$ cat src/nibble_cpu_defines.svh
/*
  Constants of the nibble processor subset: opcode fields, sub-codes,
  condition bits and reset values.
  Assumes it is included by bare name after the package is compiled.
*/
`ifndef NIBBLE_CPU_DEFINES_SVH
`define NIBBLE_CPU_DEFINES_SVH

// Upper opcode nibbles
`define OPC_COND_JUMP    4'h1
`define OPC_PAIR_GROUP   4'h2
`define OPC_INC_SKIP     4'h7
`define OPC_ADD_REG      4'h8
`define OPC_SWAP_REG     4'hB
`define OPC_LOAD_IMM     4'hD
`define OPC_IO_GROUP     4'hE
`define OPC_ACC_GROUP    4'hF

// Lower nibbles inside the I/O and accumulator groups
`define SUB_WR_DATA_PORT 4'h1
`define SUB_RD_PROG_PORT 4'hA
`define SUB_INV_CARRY    4'h3
`define SUB_ROT_LEFT     4'h5
`define SUB_ROT_RIGHT    4'h6

// Condition field bit positions
`define COND_INVERT_BIT  3
`define COND_ACC_ZERO    2
`define COND_CARRY_BIT   1
`define COND_TEST_BIT    0

// Value an incrementing register holds just before it wraps
`define REG_WRAP_VALUE   4'hF

// Reset values
`define RST_ACC          4'h0
`define RST_CARRY        1'b0
`define RST_BYTE         8'h00

`endif

$ cat src/nibble_cpu_pkg.sv
/*
  Types shared by the nibble processor subset.
  Assumes nothing of its surroundings.
*/
`default_nettype none

package nibble_cpu_pkg;

  typedef enum logic [2:0]
  {
    ST_FETCH = 3'b001,
    ST_OPC   = 3'b010,
    ST_ARG   = 3'b100
  } cpu_state_e;

  typedef logic [3:0] nibble_t;
  typedef logic [7:0] byte_t;

endpackage

`default_nettype wire

$ cat src/index_reg_file.sv
/*
  Sixteen 4-bit index registers, written singly or as even-odd pairs.
  Assumes writes come from the sequencer in the same clock domain.
*/
`timescale 1ns/10ps
`default_nettype none

module index_reg_file
(
  input  wire logic                 clk,
  input  wire logic                 sys_rst,
  input  wire logic                 ce,
  input  wire logic                 we_single,
  input  wire nibble_cpu_pkg::nibble_t wr_idx,
  input  wire nibble_cpu_pkg::nibble_t wr_nib,
  input  wire logic                 we_pair,
  input  wire logic [2:0]           wr_pair,
  input  wire nibble_cpu_pkg::byte_t   wr_byte,
  input  wire nibble_cpu_pkg::nibble_t rd_idx,
  output var  nibble_cpu_pkg::nibble_t rd_nib,
  input  wire logic [2:0]           rd_pair,
  output var  nibble_cpu_pkg::byte_t   rd_byte
);
  import nibble_cpu_pkg::*;

  nibble_t regs [16];

  genvar i;
  generate
    for (i = 0; i < 16; i++)
    begin : g_entry
      nibble_t val_reg;
      nibble_t val_next;
      always_comb
      begin
        val_next = val_reg;
        if (we_single && wr_idx == 4'(i))
          val_next = wr_nib;
        else if (we_pair && wr_pair == 3'(i >> 1))
          // Even register holds the high nibble of the pair
          val_next = (i % 2 == 0) ? wr_byte[7:4] : wr_byte[3:0];
      end
      always_ff @(posedge clk)
      begin
        if (sys_rst)
          val_reg <= 4'h0;
        else if (ce)
          val_reg <= val_next;
      end
      assign regs[i] = val_reg;
    end
  endgenerate

  always_comb
  begin
    rd_nib  = regs[rd_idx];
    rd_byte = {regs[{rd_pair, 1'b0}], regs[{rd_pair, 1'b1}]};
  end

endmodule // index_reg_file

`default_nettype wire

$ cat src/jump_cond_eval.sv
/*
  Evaluates the condition field of the conditional jump.
  Assumes the test input is already synchronous to the core clock.
*/
`timescale 1ns/10ps
`include "nibble_cpu_defines.svh"
`default_nettype none

module jump_cond_eval
(
  input  wire logic                    cond_en,
  input  wire nibble_cpu_pkg::nibble_t cond,
  input  wire nibble_cpu_pkg::nibble_t acc,
  input  wire logic                    carry,
  input  wire logic                    test_pin,
  output var  logic                    take_jump
);
  import nibble_cpu_pkg::*;

  logic raw;

  always_comb
  begin
    raw = (cond[`COND_ACC_ZERO] && acc == 4'h0)
        | (cond[`COND_CARRY_BIT] && carry)
        | (cond[`COND_TEST_BIT] && !test_pin);
    // Invert bit flips the whole test
    take_jump = cond_en && (raw ^ cond[`COND_INVERT_BIT]);
  end

endmodule // jump_cond_eval

`default_nettype wire

$ cat src/nibble_cpu_core.sv
/*
  Execution core for a subset of a 4-bit processor: conditional jump,
  chip select, port read and write, immediate loads, swap and add with
  index registers, rotation through carry and increment-and-skip.
  Assumes program memory answers rom_data in the same clock that rom_addr
  changes, and that prog_port_in shows the port of the program-memory
  chip named on prog_chip_sel. All inputs are synchronous to clk.
*/
`timescale 1ns/10ps
`include "nibble_cpu_defines.svh"
`default_nettype none

// Overview of operation
// - Conditional jump is two words: condition opcode, then low target.
// - Condition 0001 jumps only when the test pin is low.
// - Taken jump loads target; otherwise continue after second word.
// - Top condition bit inverts the test; 1001 jumps on test high.
// - Read program port loads accumulator from last selected chip port.
// - Chip select sends a pair; high nibble names program chip.
// - Top two bits of that nibble name the data-memory chip.
// - Fetch immediate loads the second word into a register pair.
// - Opcode 1101 copies its low nibble into the accumulator.
// - Add and swap use the named register contents as operand.
// - Swap exchanges accumulator and the named register.
// - Increment-skip adds one; jumps unless old value was 1111.
// - Increment-skip target stays on the page after the instruction.
// - Increment-skip leaves the accumulator unchanged.
// - Write data port sends accumulator to last selected data chip.
// - Rotates go through carry; invert carry complements it.
// - Accumulator bit 0 drives port line 0; value holds until rewritten.
module nibble_cpu_core
#(
  parameter int PC_W = 12
)
(
  input  wire logic                    clk,
  input  wire logic                    sys_rst,
  input  wire logic                    ce,
  input  wire logic                    test_pin,
  input  wire nibble_cpu_pkg::byte_t   rom_data,
  input  wire nibble_cpu_pkg::nibble_t prog_port_in,
  output var  logic [PC_W-1:0]         rom_addr,
  output var  nibble_cpu_pkg::nibble_t acc_out,
  output var  logic                    carry_out,
  output var  nibble_cpu_pkg::byte_t   chip_sel_addr,
  output var  nibble_cpu_pkg::nibble_t prog_chip_sel,
  output var  logic [1:0]              data_chip_sel,
  output var  logic                    chip_sel_strobe,
  output var  nibble_cpu_pkg::nibble_t data_port_val,
  output var  logic                    data_port_wr
);
  import nibble_cpu_pkg::*;

  generate
    if (PC_W < 9)
    begin : g_bad_width
      $error("PC_W must leave a page field above the 8-bit low address");
    end
  endgenerate

  cpu_state_e      state_reg,   state_next;
  logic [PC_W-1:0] pc_reg,      pc_next;
  logic [PC_W-1:0] addr_reg,    addr_next;
  byte_t           opc_reg,     opc_next;
  nibble_t         acc_reg,     acc_next;
  logic            carry_reg,   carry_next;
  byte_t           sel_reg,     sel_next;
  nibble_t         pchip_reg,   pchip_next;
  logic [1:0]      dchip_reg,   dchip_next;
  logic            sel_stb_reg, sel_stb_next;
  nibble_t         dport_reg,   dport_next;
  logic            dwr_reg,     dwr_next;

  byte_t   cur;
  logic    two_word;
  logic    we_single;
  nibble_t wr_nib;
  logic    we_pair;
  nibble_t rf_nib;
  byte_t   rf_byte;
  logic    jcn_take;
  logic [4:0] sum;

  // Opcode in execution: fresh word in ST_OPC, held word in ST_ARG
  always_comb
  begin
    cur = (state_reg == ST_ARG) ? opc_reg : rom_data;
  end

  index_reg_file u_regs
  (
    .clk       (clk),
    .sys_rst   (sys_rst),
    .ce        (ce),
    .we_single (we_single),
    .wr_idx    (cur[3:0]),
    .wr_nib    (wr_nib),
    .we_pair   (we_pair),
    .wr_pair   (cur[3:1]),
    .wr_byte   (rom_data),
    .rd_idx    (cur[3:0]),
    .rd_nib    (rf_nib),
    .rd_pair   (cur[3:1]),
    .rd_byte   (rf_byte)
  );

  jump_cond_eval u_cond
  (
    .cond_en   (state_reg == ST_ARG && cur[7:4] == `OPC_COND_JUMP),
    .cond      (cur[3:0]),
    .acc       (acc_reg),
    .carry     (carry_reg),
    .test_pin  (test_pin),
    .take_jump (jcn_take)
  );

  always_comb
  begin
    two_word = (cur[7:4] == `OPC_COND_JUMP)
             || (cur[7:4] == `OPC_INC_SKIP)
             || (cur[7:4] == `OPC_PAIR_GROUP && !cur[0]);
    sum      = {1'b0, acc_reg} + {1'b0, rf_nib} + {4'h0, carry_reg};
  end

  always_comb
  begin
    state_next   = state_reg;
    pc_next      = pc_reg;
    addr_next    = addr_reg;
    opc_next     = opc_reg;
    acc_next     = acc_reg;
    carry_next   = carry_reg;
    sel_next     = sel_reg;
    pchip_next   = pchip_reg;
    dchip_next   = dchip_reg;
    sel_stb_next = 1'b0;
    dport_next   = dport_reg;
    dwr_next     = 1'b0;
    we_single    = 1'b0;
    wr_nib       = rf_nib;
    we_pair      = 1'b0;
    case (state_reg)
      ST_FETCH:
      begin
        addr_next  = pc_reg;
        pc_next    = pc_reg + 1'b1;
        state_next = ST_OPC;
      end
      ST_OPC:
      begin
        opc_next   = rom_data;
        state_next = ST_FETCH;
        if (two_word)
        begin
          addr_next  = pc_reg;
          pc_next    = pc_reg + 1'b1;
          state_next = ST_ARG;
        end
        else
        begin
          case (cur[7:4])
            `OPC_PAIR_GROUP:
            begin
              sel_next     = rf_byte;
              pchip_next   = rf_byte[7:4];
              dchip_next   = rf_byte[7:6];
              sel_stb_next = 1'b1;
            end
            `OPC_ADD_REG:
            begin
              acc_next   = sum[3:0];
              carry_next = sum[4];
            end
            `OPC_SWAP_REG:
            begin
              acc_next  = rf_nib;
              we_single = 1'b1;
              wr_nib    = acc_reg;
            end
            `OPC_LOAD_IMM:
              acc_next = cur[3:0];
            `OPC_IO_GROUP:
            begin
              if (cur[3:0] == `SUB_WR_DATA_PORT)
              begin
                dport_next = acc_reg;
                dwr_next   = 1'b1;
              end
              else if (cur[3:0] == `SUB_RD_PROG_PORT)
                acc_next = prog_port_in;
            end
            `OPC_ACC_GROUP:
            begin
              case (cur[3:0])
                `SUB_INV_CARRY:
                  carry_next = !carry_reg;
                `SUB_ROT_LEFT:
                begin
                  acc_next   = {acc_reg[2:0], carry_reg};
                  carry_next = acc_reg[3];
                end
                `SUB_ROT_RIGHT:
                begin
                  acc_next   = {carry_reg, acc_reg[3:1]};
                  carry_next = acc_reg[0];
                end
                default:
                  acc_next = acc_reg;
              endcase
            end
            default:
              acc_next = acc_reg;
          endcase
        end
      end
      ST_ARG:
      begin
        state_next = ST_FETCH;
        case (cur[7:4])
          `OPC_COND_JUMP:
            if (jcn_take)
              pc_next = {pc_reg[PC_W-1:8], rom_data};
          `OPC_INC_SKIP:
          begin
            we_single = 1'b1;
            wr_nib    = rf_nib + 4'h1;
            if (rf_nib != `REG_WRAP_VALUE)
              pc_next = {pc_reg[PC_W-1:8], rom_data};
          end
          `OPC_PAIR_GROUP:
            we_pair = 1'b1;
          default:
            pc_next = pc_reg;
        endcase
      end
      default:
        state_next = ST_FETCH;
    endcase
  end

  always_ff @(posedge clk)
  begin
    if (sys_rst)
    begin
      state_reg   <= ST_FETCH;
      pc_reg      <= '0;
      addr_reg    <= '0;
      opc_reg     <= `RST_BYTE;
      acc_reg     <= `RST_ACC;
      carry_reg   <= `RST_CARRY;
      sel_reg     <= `RST_BYTE;
      pchip_reg   <= 4'h0;
      dchip_reg   <= 2'h0;
      sel_stb_reg <= 1'b0;
      dport_reg   <= 4'h0;
      dwr_reg     <= 1'b0;
    end
    else if (ce)
    begin
      state_reg   <= state_next;
      pc_reg      <= pc_next;
      addr_reg    <= addr_next;
      opc_reg     <= opc_next;
      acc_reg     <= acc_next;
      carry_reg   <= carry_next;
      sel_reg     <= sel_next;
      pchip_reg   <= pchip_next;
      dchip_reg   <= dchip_next;
      sel_stb_reg <= sel_stb_next;
      dport_reg   <= dport_next;
      dwr_reg     <= dwr_next;
    end
  end

  assign rom_addr        = addr_reg;
  assign acc_out         = acc_reg;
  assign carry_out       = carry_reg;
  assign chip_sel_addr   = sel_reg;
  assign prog_chip_sel   = pchip_reg;
  assign data_chip_sel   = dchip_reg;
  assign chip_sel_strobe = sel_stb_reg;
  assign data_port_val   = dport_reg;
  assign data_port_wr    = dwr_reg;

  logic at_opc;
  logic at_arg;
  assign at_opc = ce && state_reg == ST_OPC;
  assign at_arg = ce && state_reg == ST_ARG;
endmodule // nibble_cpu_core

`default_nettype wire

$ cat config.mk
export PLATFORM = sky130hd
export DESIGN_NAME = nibble_cpu_core
export DESIGN_NICKNAME = d
export VERILOG_FILES = /design/src/nibble_cpu_pkg.sv /design/src/index_reg_file.sv /design/src/jump_cond_eval.sv /design/src/nibble_cpu_core.sv
export VERILOG_INCLUDE_DIRS = /design/src
export SDC_FILE = /design/constraint.sdc
export NUM_CORES = 1
export LEC_CHECK = 0
export ABC_AREA = 1
export ABC_CLOCK_PERIOD_IN_PS = 9340
export BUFFER_PORTS_ARGS = -buffer_cell sky130_fd_sc_hd__buf_4
export CORE_MARGIN = 2
export CORE_UTILIZATION = 50
export DETAILED_ROUTE_END_ITERATION = 6
export PLACE_DENSITY = 0.68
export RECOVER_POWER = 100
export SYNTH_ARGS = -nofsm -noshare
export SYNTH_HDL_FRONTEND = slang
export SYNTH_SLANG_ARGS = --single-unit
$ cat constraint.sdc
create_clock -name clk -period 9.34 [get_ports clk]
set_input_delay 1.401 -clock clk [delete_from_list [all_inputs] [get_ports clk]]
set_output_delay 1.401 -clock clk [all_outputs]
set_load 0.05 [all_outputs]
==> results of run 1 <==
synth_stat cells (5+ instances only):
master and number:
nand2_1 319, inv_1 156, a21oi_1 147, dfxtp_1 118, o21ai_0 102, nor2_1 95
nand3_1 72, inv_2 35, o21ai_1 21, clkbuf_1 20, o22ai_1 12, a21oi_4 11
buf_2 11, nand2_2 10, buf_1 9, buf_4 9, nor2_2 9, nor2_4 9
nor3_1 8, o2111ai_1 7, ha_1 5, nand4_1 5, nor2_8 5, o211ai_1 5
or2_2 5
final cells by class:
class | count | area (um^2) | area share [%]
multi-input combinational | 895 | 4550 | 52.0
timing repair buffer | 58 | 274 | 3.14
inverter | 193 | 724 | 8.29
tap | 216 | 270 | 3.09
sequential | 118 | 2360 | 27.0
clock inverter | 13 | 124 | 1.42
clock buffer | 18 | 439 | 5.03
critical path, delay by kind of cell:
| family | cells | cell delay, ns |
|---|---|---|
| AO/OA/AOI/OAI | 1 | 0.31 |
| buffers and inverters | 4 | 4.24 |
layer usage:
metal	track usage, %	vias to the layer above
met3	6.81	74
met1	47.2	3897
met2	50.7	405
li1	-	4116
met4	12.5	0
met5	0	-
worst max-delay path by stage:
| stage | start | to | slack, ns | cells past startpoint |
|---|---|---|---|---|
| after floorplan | rom_data[2] | carry_out | 5.40 | 21 |
| after global placement | rom_data[0] | u_regs.g_entry[1].val_reg[1] | 4.52 | 18 |
| after detailed placement | rom_data[0] | u_regs.g_entry[1].val_reg[1] | 4.45 | 18 |
| after CTS | rom_data[0] | u_regs.g_entry[15].val_reg[1] | 4.89 | 18 |
| after global routing | sys_rst | u_regs.g_entry[12].val_reg[3] | 3.24 | 5 |
| final | sys_rst | acc_out[3] | 3.65 | 5 |
report_power, final:
| part | internal, mW | switching [mW] |
|---|---|---|
| sequential | 0.513 | 0.00624 |
| combinational | 0.0427 | 0.142 |
| clock | 0.374 | 0.265 |
| total | 0.930 | 0.413 |
cells by family (layout without fill, tap and decap cells):
family	after synthesis	in the layout
fa+ha+maj	7	7
xor+xnor	4	4
compound gates	331	331
flops	118	118
buf+inv	246	282
simple gates	553	553
per-stage QoR:
step	power [mW]	hold slack, ns	worst slack, ns	instance area (um^2)	utilization (%)
3_5_place_dp	0.717	0.437	4.45	8350	53.2
2_1_floorplan	0.663	0.445	5.40	7920	-
3_3_place_gp	0.716	0.431	4.52	8350	53.2
4_1_cts	1.35	0.446	4.89	8920	56.7
6_report	1.34	0.440	3.65	8740	55.6
5_1_grt	1.39	0.467	3.24	8740	55.6
placed cells by master, fill, tap and decap left out, types with 3 or more instances in the layout:
cell type   instances
clkbuf_16          17
a21oi_4            11
nand4_1             5
ha_1                5
nor2_8              5
or2_2               5
o21ai_2             4
o2111ai_1           7
a21oi_1           147
a22oi_1             4
clkbuf_1           43
nand2_4             4
buf_4              15
o21ai_0           115
nor2_2              9
a31oi_1             3
o21ai_1             8
clkinvlp_4          3
xor2_1              4
nand2_1           323
nor3_1              8
o22ai_1            12
nor2_4              9
inv_6               4
a211oi_1            3
o211ai_1            5
nand3b_1            4
inv_2              35
nor2_1             95
inv_1             156
o2bb2ai_1           4
clkinv_4            3
dfxtp_1           118
nand3_1            73
nand2_2             6
==> results.md, run 1 <==
* Outcome: finished with violations
* Failing checks: max-capacitance violations, max-slew violations
* Unique cell type count in the Yosys netlist at between 40 and 50
* HPWL after DPL at 19200 um
* Fill cells at 1647
* Detail Route Antenna Nets at 0
* Routability cong. at 1.01
* CTS resizes at 0
* Pleak at roughly 3.8 nW
* Setup Fix Bufs, Post-CTS at 0
* Clock root cell: clkbuf_16
* Crit path arrival time at roughly 6 ns
* Post-synth top area share at between 20 and 30%
* Fmax at about 0.18 GHz
* Seq/Total Area, Yosys at ~30%
* HP Class: reg2reg
* Longest Clk Path Bufs at 2
* Mapped cell area at ~8000 um^2
* Synth warnings at 0
* 1st-pass router iterations at 6
* Hold Buf Count CTS at 0
* Synth Area in Simple Gates at 31.6%
* Critical Path Source Type: primary input
* Critical path class: in2reg
* Worst-case clock skew at ~0.01 ns
* Largest stage delay, worst path at roughly 1.9 ns
* Period Utilization, post-route at approximately 60%
* Critical Path End Type: flip-flop
* Final WL at around 27000 um
* Share of cells above drive strength 1 at 10.9%
* Met2 wire length at around 12000 um
* First-pass GRT wire length at ~43000 um
* Worst slew pin tran at ~2.8 ns
* Initial antenna violation count at 0
* Vias in the first global route at 7539
* R2R cell count at 17
* Initial cell density of the core at 50.4%
* Max reg flops at 64
* RSZ-0062 raised after global routing: false
* Leading area contributor after synthesis: dfxtp_1
* Asr flop ratio synth at 0%
* Top Layer Used: met4
* Pin count of the biggest net entering global routing at 52
* Wire per inst at approximately 18 um
* Gr usage total at 33.5%
* Worst flop-to-flop path startpoint: state_reg[0]
* Vias post-DR at roughly 8500
* Synth Area in Compound Gates at 24.3%
* Buffers on Ports at 52
* Syn Inst Count at 1259
* H-Tree Depth at 4
* Relative slew slack at -85.1%
* Syn Area/Cell at 6.29 um^2
* Post-synthesis register bit count at about 120
* Via-to-Cell Ratio at between 5 and 6
* Met3 WL at roughly 2400 um
* Max_cap viols at 2
* Finish-stage setup viols at 0
* Hold EP: data_port_val[0]
* First DRT Iteration DRCs at ~950
* Reg2reg end: u_regs.g_entry[6].val_reg[1]
* Total I/O pin count at 53
* Worst-Skew Late Latency at between 0.4 and 0.5 ns
* Worst Hold Path Cells at 2
* Required @ worst endpoint at around 9.7 ns
* Top FF cell, synth: dfxtp_1
* Row count at 46
* Final slew viol count at 70
* Post-synthesis net count at 1282
* Grt ovf at 0
* Post-synthesis adder-cell area fraction at 1.29%
* Slowest cell on crit path: clkbuf_1
* Die span in x at between 100 and 150 um
* Core Area at roughly 16000 um^2
* EDFF count, synth at 0
* Residual DRC at 0
* Area contributors post-synth: dfxtp_1 (30%), nand2_1 (15%), a21oi_1 (9.3%)
* Cells after DPL at 1480
* DIE HEIGHT at 130 um
* TritonCTS buffer count at 17
* Area growth from synthesis to layout at 10.3%
* # diodes at 0
* Clock transition at the registers of the reported paths at 0.06 ns
* Cell Chain, Critical Path: clkbuf_1, inv_1, clkbuf_1, o211ai_1, inv_1
* Final Non-Filler Cells at about 1500
* Reg-to-reg setup timing slack at 4.50 ns
* Final Hold Fails at 0
* CTS tree: built
* Pwr dens at 154 nW/um^2
* Crit Path Max Fanout at 51
* Post-synthesis xor/xnor area fraction at less than 1%
* Hold Startpoint: data_port_val[0]
* Multiplexer share of the synthesized area at 0%
* Peak VDD IR at ~120 uV
* CTS Sinks at around 120
* Die Area at roughly 17000 um^2
* Tmin final at about 5.7 ns
* Largest family of logic cells by synthesized area: simple AND/OR/NAND/NOR gates
* Metal-1 WL at between 10000 and 15000 um
* Net total in the final layout at 1306
* TNS Setup at 0 ns
(Power assumes the default switching activity.)
==> run 2: changes to the inputs <==
ABC_AREA = 0   (was 1)
ABC_CLOCK_PERIOD_IN_PS = 5400   (was 9340)
clock period = 5.4 ns   (was 9.34 ns; I/O delays follow)
==> run 2 against run 1 <==
Compared with the run above: via count rose by 1.3%; synthesized cell count is 15% lower; critical endpoint is now pc_reg[3]; critical path type is now reg2reg; global-route usage up 0.72 points; area after synthesis down 1.1%; first-iteration DRC count grew 53%; final cell count shrank 13%; count of clock-buffer cells in the layout shrank 1; die area decreased by 1.1%; highest routed layer unchanged; the flow still finishes with violations (max-capacitance violations, max-slew violations).
==> results.md, run 2 <==
* Outcome: finished with violations
* Failing checks: max-capacitance violations, max-slew violations
* H-Tree Depth at 4 (unchanged)
* Leading area contributor after synthesis: dfxtp_1
* Commonest cells in the netlist: nand2_1 (191), dfxtp_1 (118), nor2_1 (108)
* Area contributors post-synth: dfxtp_1 (30%), nand2_1 (9.1%), a21oi_1 (6.4%)
* Syn Area/Cell at 7.32 um^2 (+16%)
* Seq/Total Area, Yosys at 30.1% (+0.33 points)
* TritonCTS buffer count at 17 (unchanged)
* Vias in the first global route at 7641 (+1.4%)
* Initial antenna violation count at 0 (unchanged)
* Final Util at 57.1% (+1.4 points)
* Initial cell density of the core at 51.4% (+0.94 points)
* # diodes at 0 (unchanged)
* Syn Inst Count at 1071 (-15%)
* Total I/O pin count at 53 (unchanged)
* Reg2reg end: pc_reg[3]
* Detail Route Antenna Nets at 0 (unchanged)
* CTS resizes at 0 (unchanged)
* Top-count cell post-synth: nand2_1
* Net total in the final layout at 1107 (-15%)
* First-pass GRT wire length at 43600 um (+1.8%)
* Hold Startpoint: data_port_wr
* Hold Buf Count CTS at 0 (unchanged)
* HPWL after DPL at 19400 um (+0.68%)
* Pin count of the biggest net entering global routing at 67 (+29%)
* Min Hold Slack at 0.468 ns (+0.0279 ns)
* Worst Hold Path Cells at 2 (unchanged)
* Fill cells at 1484 (-9.9%)
* Hold EP: data_port_wr
* Worst-case clock skew at 0.0127 ns (+0.00298 ns)
* HP Class: reg2reg
* Internal power at 1.59 mW (+71%)
* Met1 GRT Util at 46.7% (-0.56 points)
* Synth warnings at 0 (unchanged)
* Clock root cell: clkbuf_16
* Peak VDD IR at 303 uV (+140%)
* Mapped cell area at 7840 um^2 (-1.1%)
* Buffers on Ports at 52 (unchanged)
* Routability cong. at 1.00 (-0.65%)
* Reg-to-reg setup timing slack at 0.71 ns (-3.79 ns)
* Fmax at approximately 0.21 GHz
* Grt peak-use layer: met2
* First DRT Iteration DRCs at 1452 (+53%)
* Combinational power share at 10.2% (-3.5 points)
* TNS Setup at 0 ns (unchanged)
* Die span in x at 129 um (-0.53%)
* Final Hold Fails at 0 (unchanged)
* Crit Path Max Fanout at 23 (-55%)
* Area growth from synthesis to layout at 11.1%
* Most common cell after layout, fill and taps aside: nand2_1
* Max reg flops at 64 (unchanged)
* Pleak at 3.10 nW (-18%)
* Worst-Skew Late Latency at 0.44 ns (about the same)
* Worst slew pin tran at 2.68 ns (-0.0949 ns)
* Critical path class: reg2reg
* Crit path arrival time at 5.02 ns (-0.99 ns)
* Core Area at 15300 um^2 (-2.9%)
* Met2 Usage GRT at 49.7% (-1.0 points)
* Pwr dens at 259 nW/um^2 (+69%)
* Via-to-Cell Ratio at 6.58 (+17%)
* Sw power at 667 uW (+62%)
* Critical Path Source Type: flip-flop
* Critical Path End Type: flip-flop
* Clock transition at the registers of the reported paths at 0.07 ns (about the same)
* 1st-pass router iterations at 6 (unchanged)
* Vias post-DR at 8602 (+1.3%)
* Finish-stage setup viols at 0 (unchanged)
* Top FF cell, synth: dfxtp_1
* Most frequent cells in the layout: nand2_1 (191), dfxtp_1 (118), nor2_1 (108), a21oi_1 (100), nand3_1 (79)
* R2R cell count at 14 (-3)
* Tmin final at between 4 and 5 ns
* CTS tree: built
* Asr flop ratio synth at 0% (unchanged)
* Final slew viol count at 96 (+37%)
* Die Area at 16700 um^2 (-1.1%)
* Post-synth top area share at 30.1% (+0.33 points)
* DIE HEIGHT at 129 um (-0.53%)
* Required @ worst endpoint at 5.72 ns (-3.94 ns)
* Routing usage on met3 at 10.2% (+3.4 points)
* CTS Sinks at 118 (unchanged)
* Post-synthesis net count at 1094 (-15%)
* Grt ovf at 0 (unchanged)
* Switching part of the total power at 29.6% (-1.2 points)
* Post-synthesis register bit count at 118 (unchanged)
* Row count at 45 (-2.2%)
* Clock share of power at 50.8% (+3.2 points)
* Residual DRC at 0 (unchanged)
* Period Utilization, post-route at between 80% and 90%
* Share of cells above drive strength 1 at 9.02% (-1.9 points)
* Unique cell type count in the Yosys netlist at 73 (+59%)
* Gr usage total at 34.3% (+0.72 points)
* EDFF count, synth at 0 (unchanged)
* Relative slew slack at -78.7% (+6.3 points)
* RSZ-0062 raised after global routing: false
* Max_cap viols at 2 (unchanged)
* Setup Fix Bufs, Post-CTS at 0 (unchanged)
* Final WL at 28600 um (+4.6%)
* Longest Clk Path Bufs at 2 (unchanged)
* Seq pwr share at 39.1% (+0.4 points)
* Worst flop-to-flop path startpoint: state_reg[2]
* Wire per inst at 21.9 um (+21%)
## run 2: cell count changes in the layout (fill, tap and decap cells not counted), moves of 18 or more
| cell | previous run | this run |
|---|---|---|
| o21ai_0 | 115 | 29 |
| nor3_1 | 8 | 26 |
| inv_2 | 35 | 0 |
| inv_1 | 156 | 18 |
| a31oi_1 | 3 | 21 |
| nand2_1 | 323 | 191 |
| a21oi_1 | 147 | 100 |
| o41ai_1 | 0 | 22 |
| mux2i_1 | 0 | 45 |
## run 2: area by class of cell
cell class / count / area, um^2 / area share, %
Clock inverter: 15 / 155 / 1.78
Tap cell: 211 / 264 / 3.03
Clock buffer: 17 / 425 / 4.89
Timing Repair Buffer: 79 / 419 / 4.81
Multi-Input combinational cell: 848 / 5000 / 57.5
Inverter: 20 / 75.1 / 0.862
Sequential cell: 118 / 2360 / 27.1
## run 2: kinds of logic after synthesis
kind of cell	after synthesis	synth area share [%]
simple gates	472	27.5
compound gates	305	26.8
flops	118	30.1
buf+inv	105	6.10
mux	53	6.93
xor+xnor	11	1.23
fa+ha+maj	7	1.31
## run 2: critical path, stage by stage, from the launching register on
cell	delay, ns
dfxtp_1	0.49
or3b_1	0.75
a21o_1	0.58
buf_4	0.32
a211oi_1	0.28
o32a_1	0.19
o221a_2	0.26
inv_1	0.09
ha_1	0.23
nand3_1	0.09
nor4_1	0.07
nor3b_2	0.22
clkbuf_1	0.48
o21ai_0	0.21
a32o_1	0.31
## run 2: power by group through the flow
stage	Clock [mW]	Sequential (mW)	Combinational (mW)
CTS	1.15	0.882	0.226
global route	1.19	0.883	0.243
finish	1.15	0.882	0.229
global placement	0	0.901	0.226
detailed placement	0	0.902	0.225
floorplan	0	0.902	0.151
## run 2: routing by layer
layer	part of all wire, %	wire length [um]
met5	0	0
met4	4.4	1270
met3	11	3220
met2	42	12000
met1	42	12100
## run 2: per-stage QoR
step | setup WS (ns) | instance area (um^2) | instances | total power, mW
after global placement | 1.09 | 8330 | 1276 | 1.13
after global routing | 0.402 | 8710 | 1308 | 2.31
after CTS | 1.02 | 8910 | 1308 | 2.26
final | 0.707 | 8710 | 1308 | 2.26
after floorplan | 1.80 | 7840 | 1071 | 1.05
after detailed placement | 0.986 | 8330 | 1276 | 1.13
## run 2: worst max-delay path by stage
stage | start | endpoint | slack [ns] | depth (start not counted)
floorplan | rom_data[1] | u_regs.g_entry[8].val_reg[1] | 1.80 | 14
global placement | state_reg[2] | u_regs.g_entry[8].val_reg[1] | 1.09 | 13
detailed placement | state_reg[2] | u_regs.g_entry[5].val_reg[1] | 0.99 | 13
CTS | state_reg[2] | u_regs.g_entry[9].val_reg[1] | 1.02 | 13
global route | state_reg[0] | pc_reg[3] | 0.40 | 15
finish | state_reg[2] | pc_reg[3] | 0.71 | 14
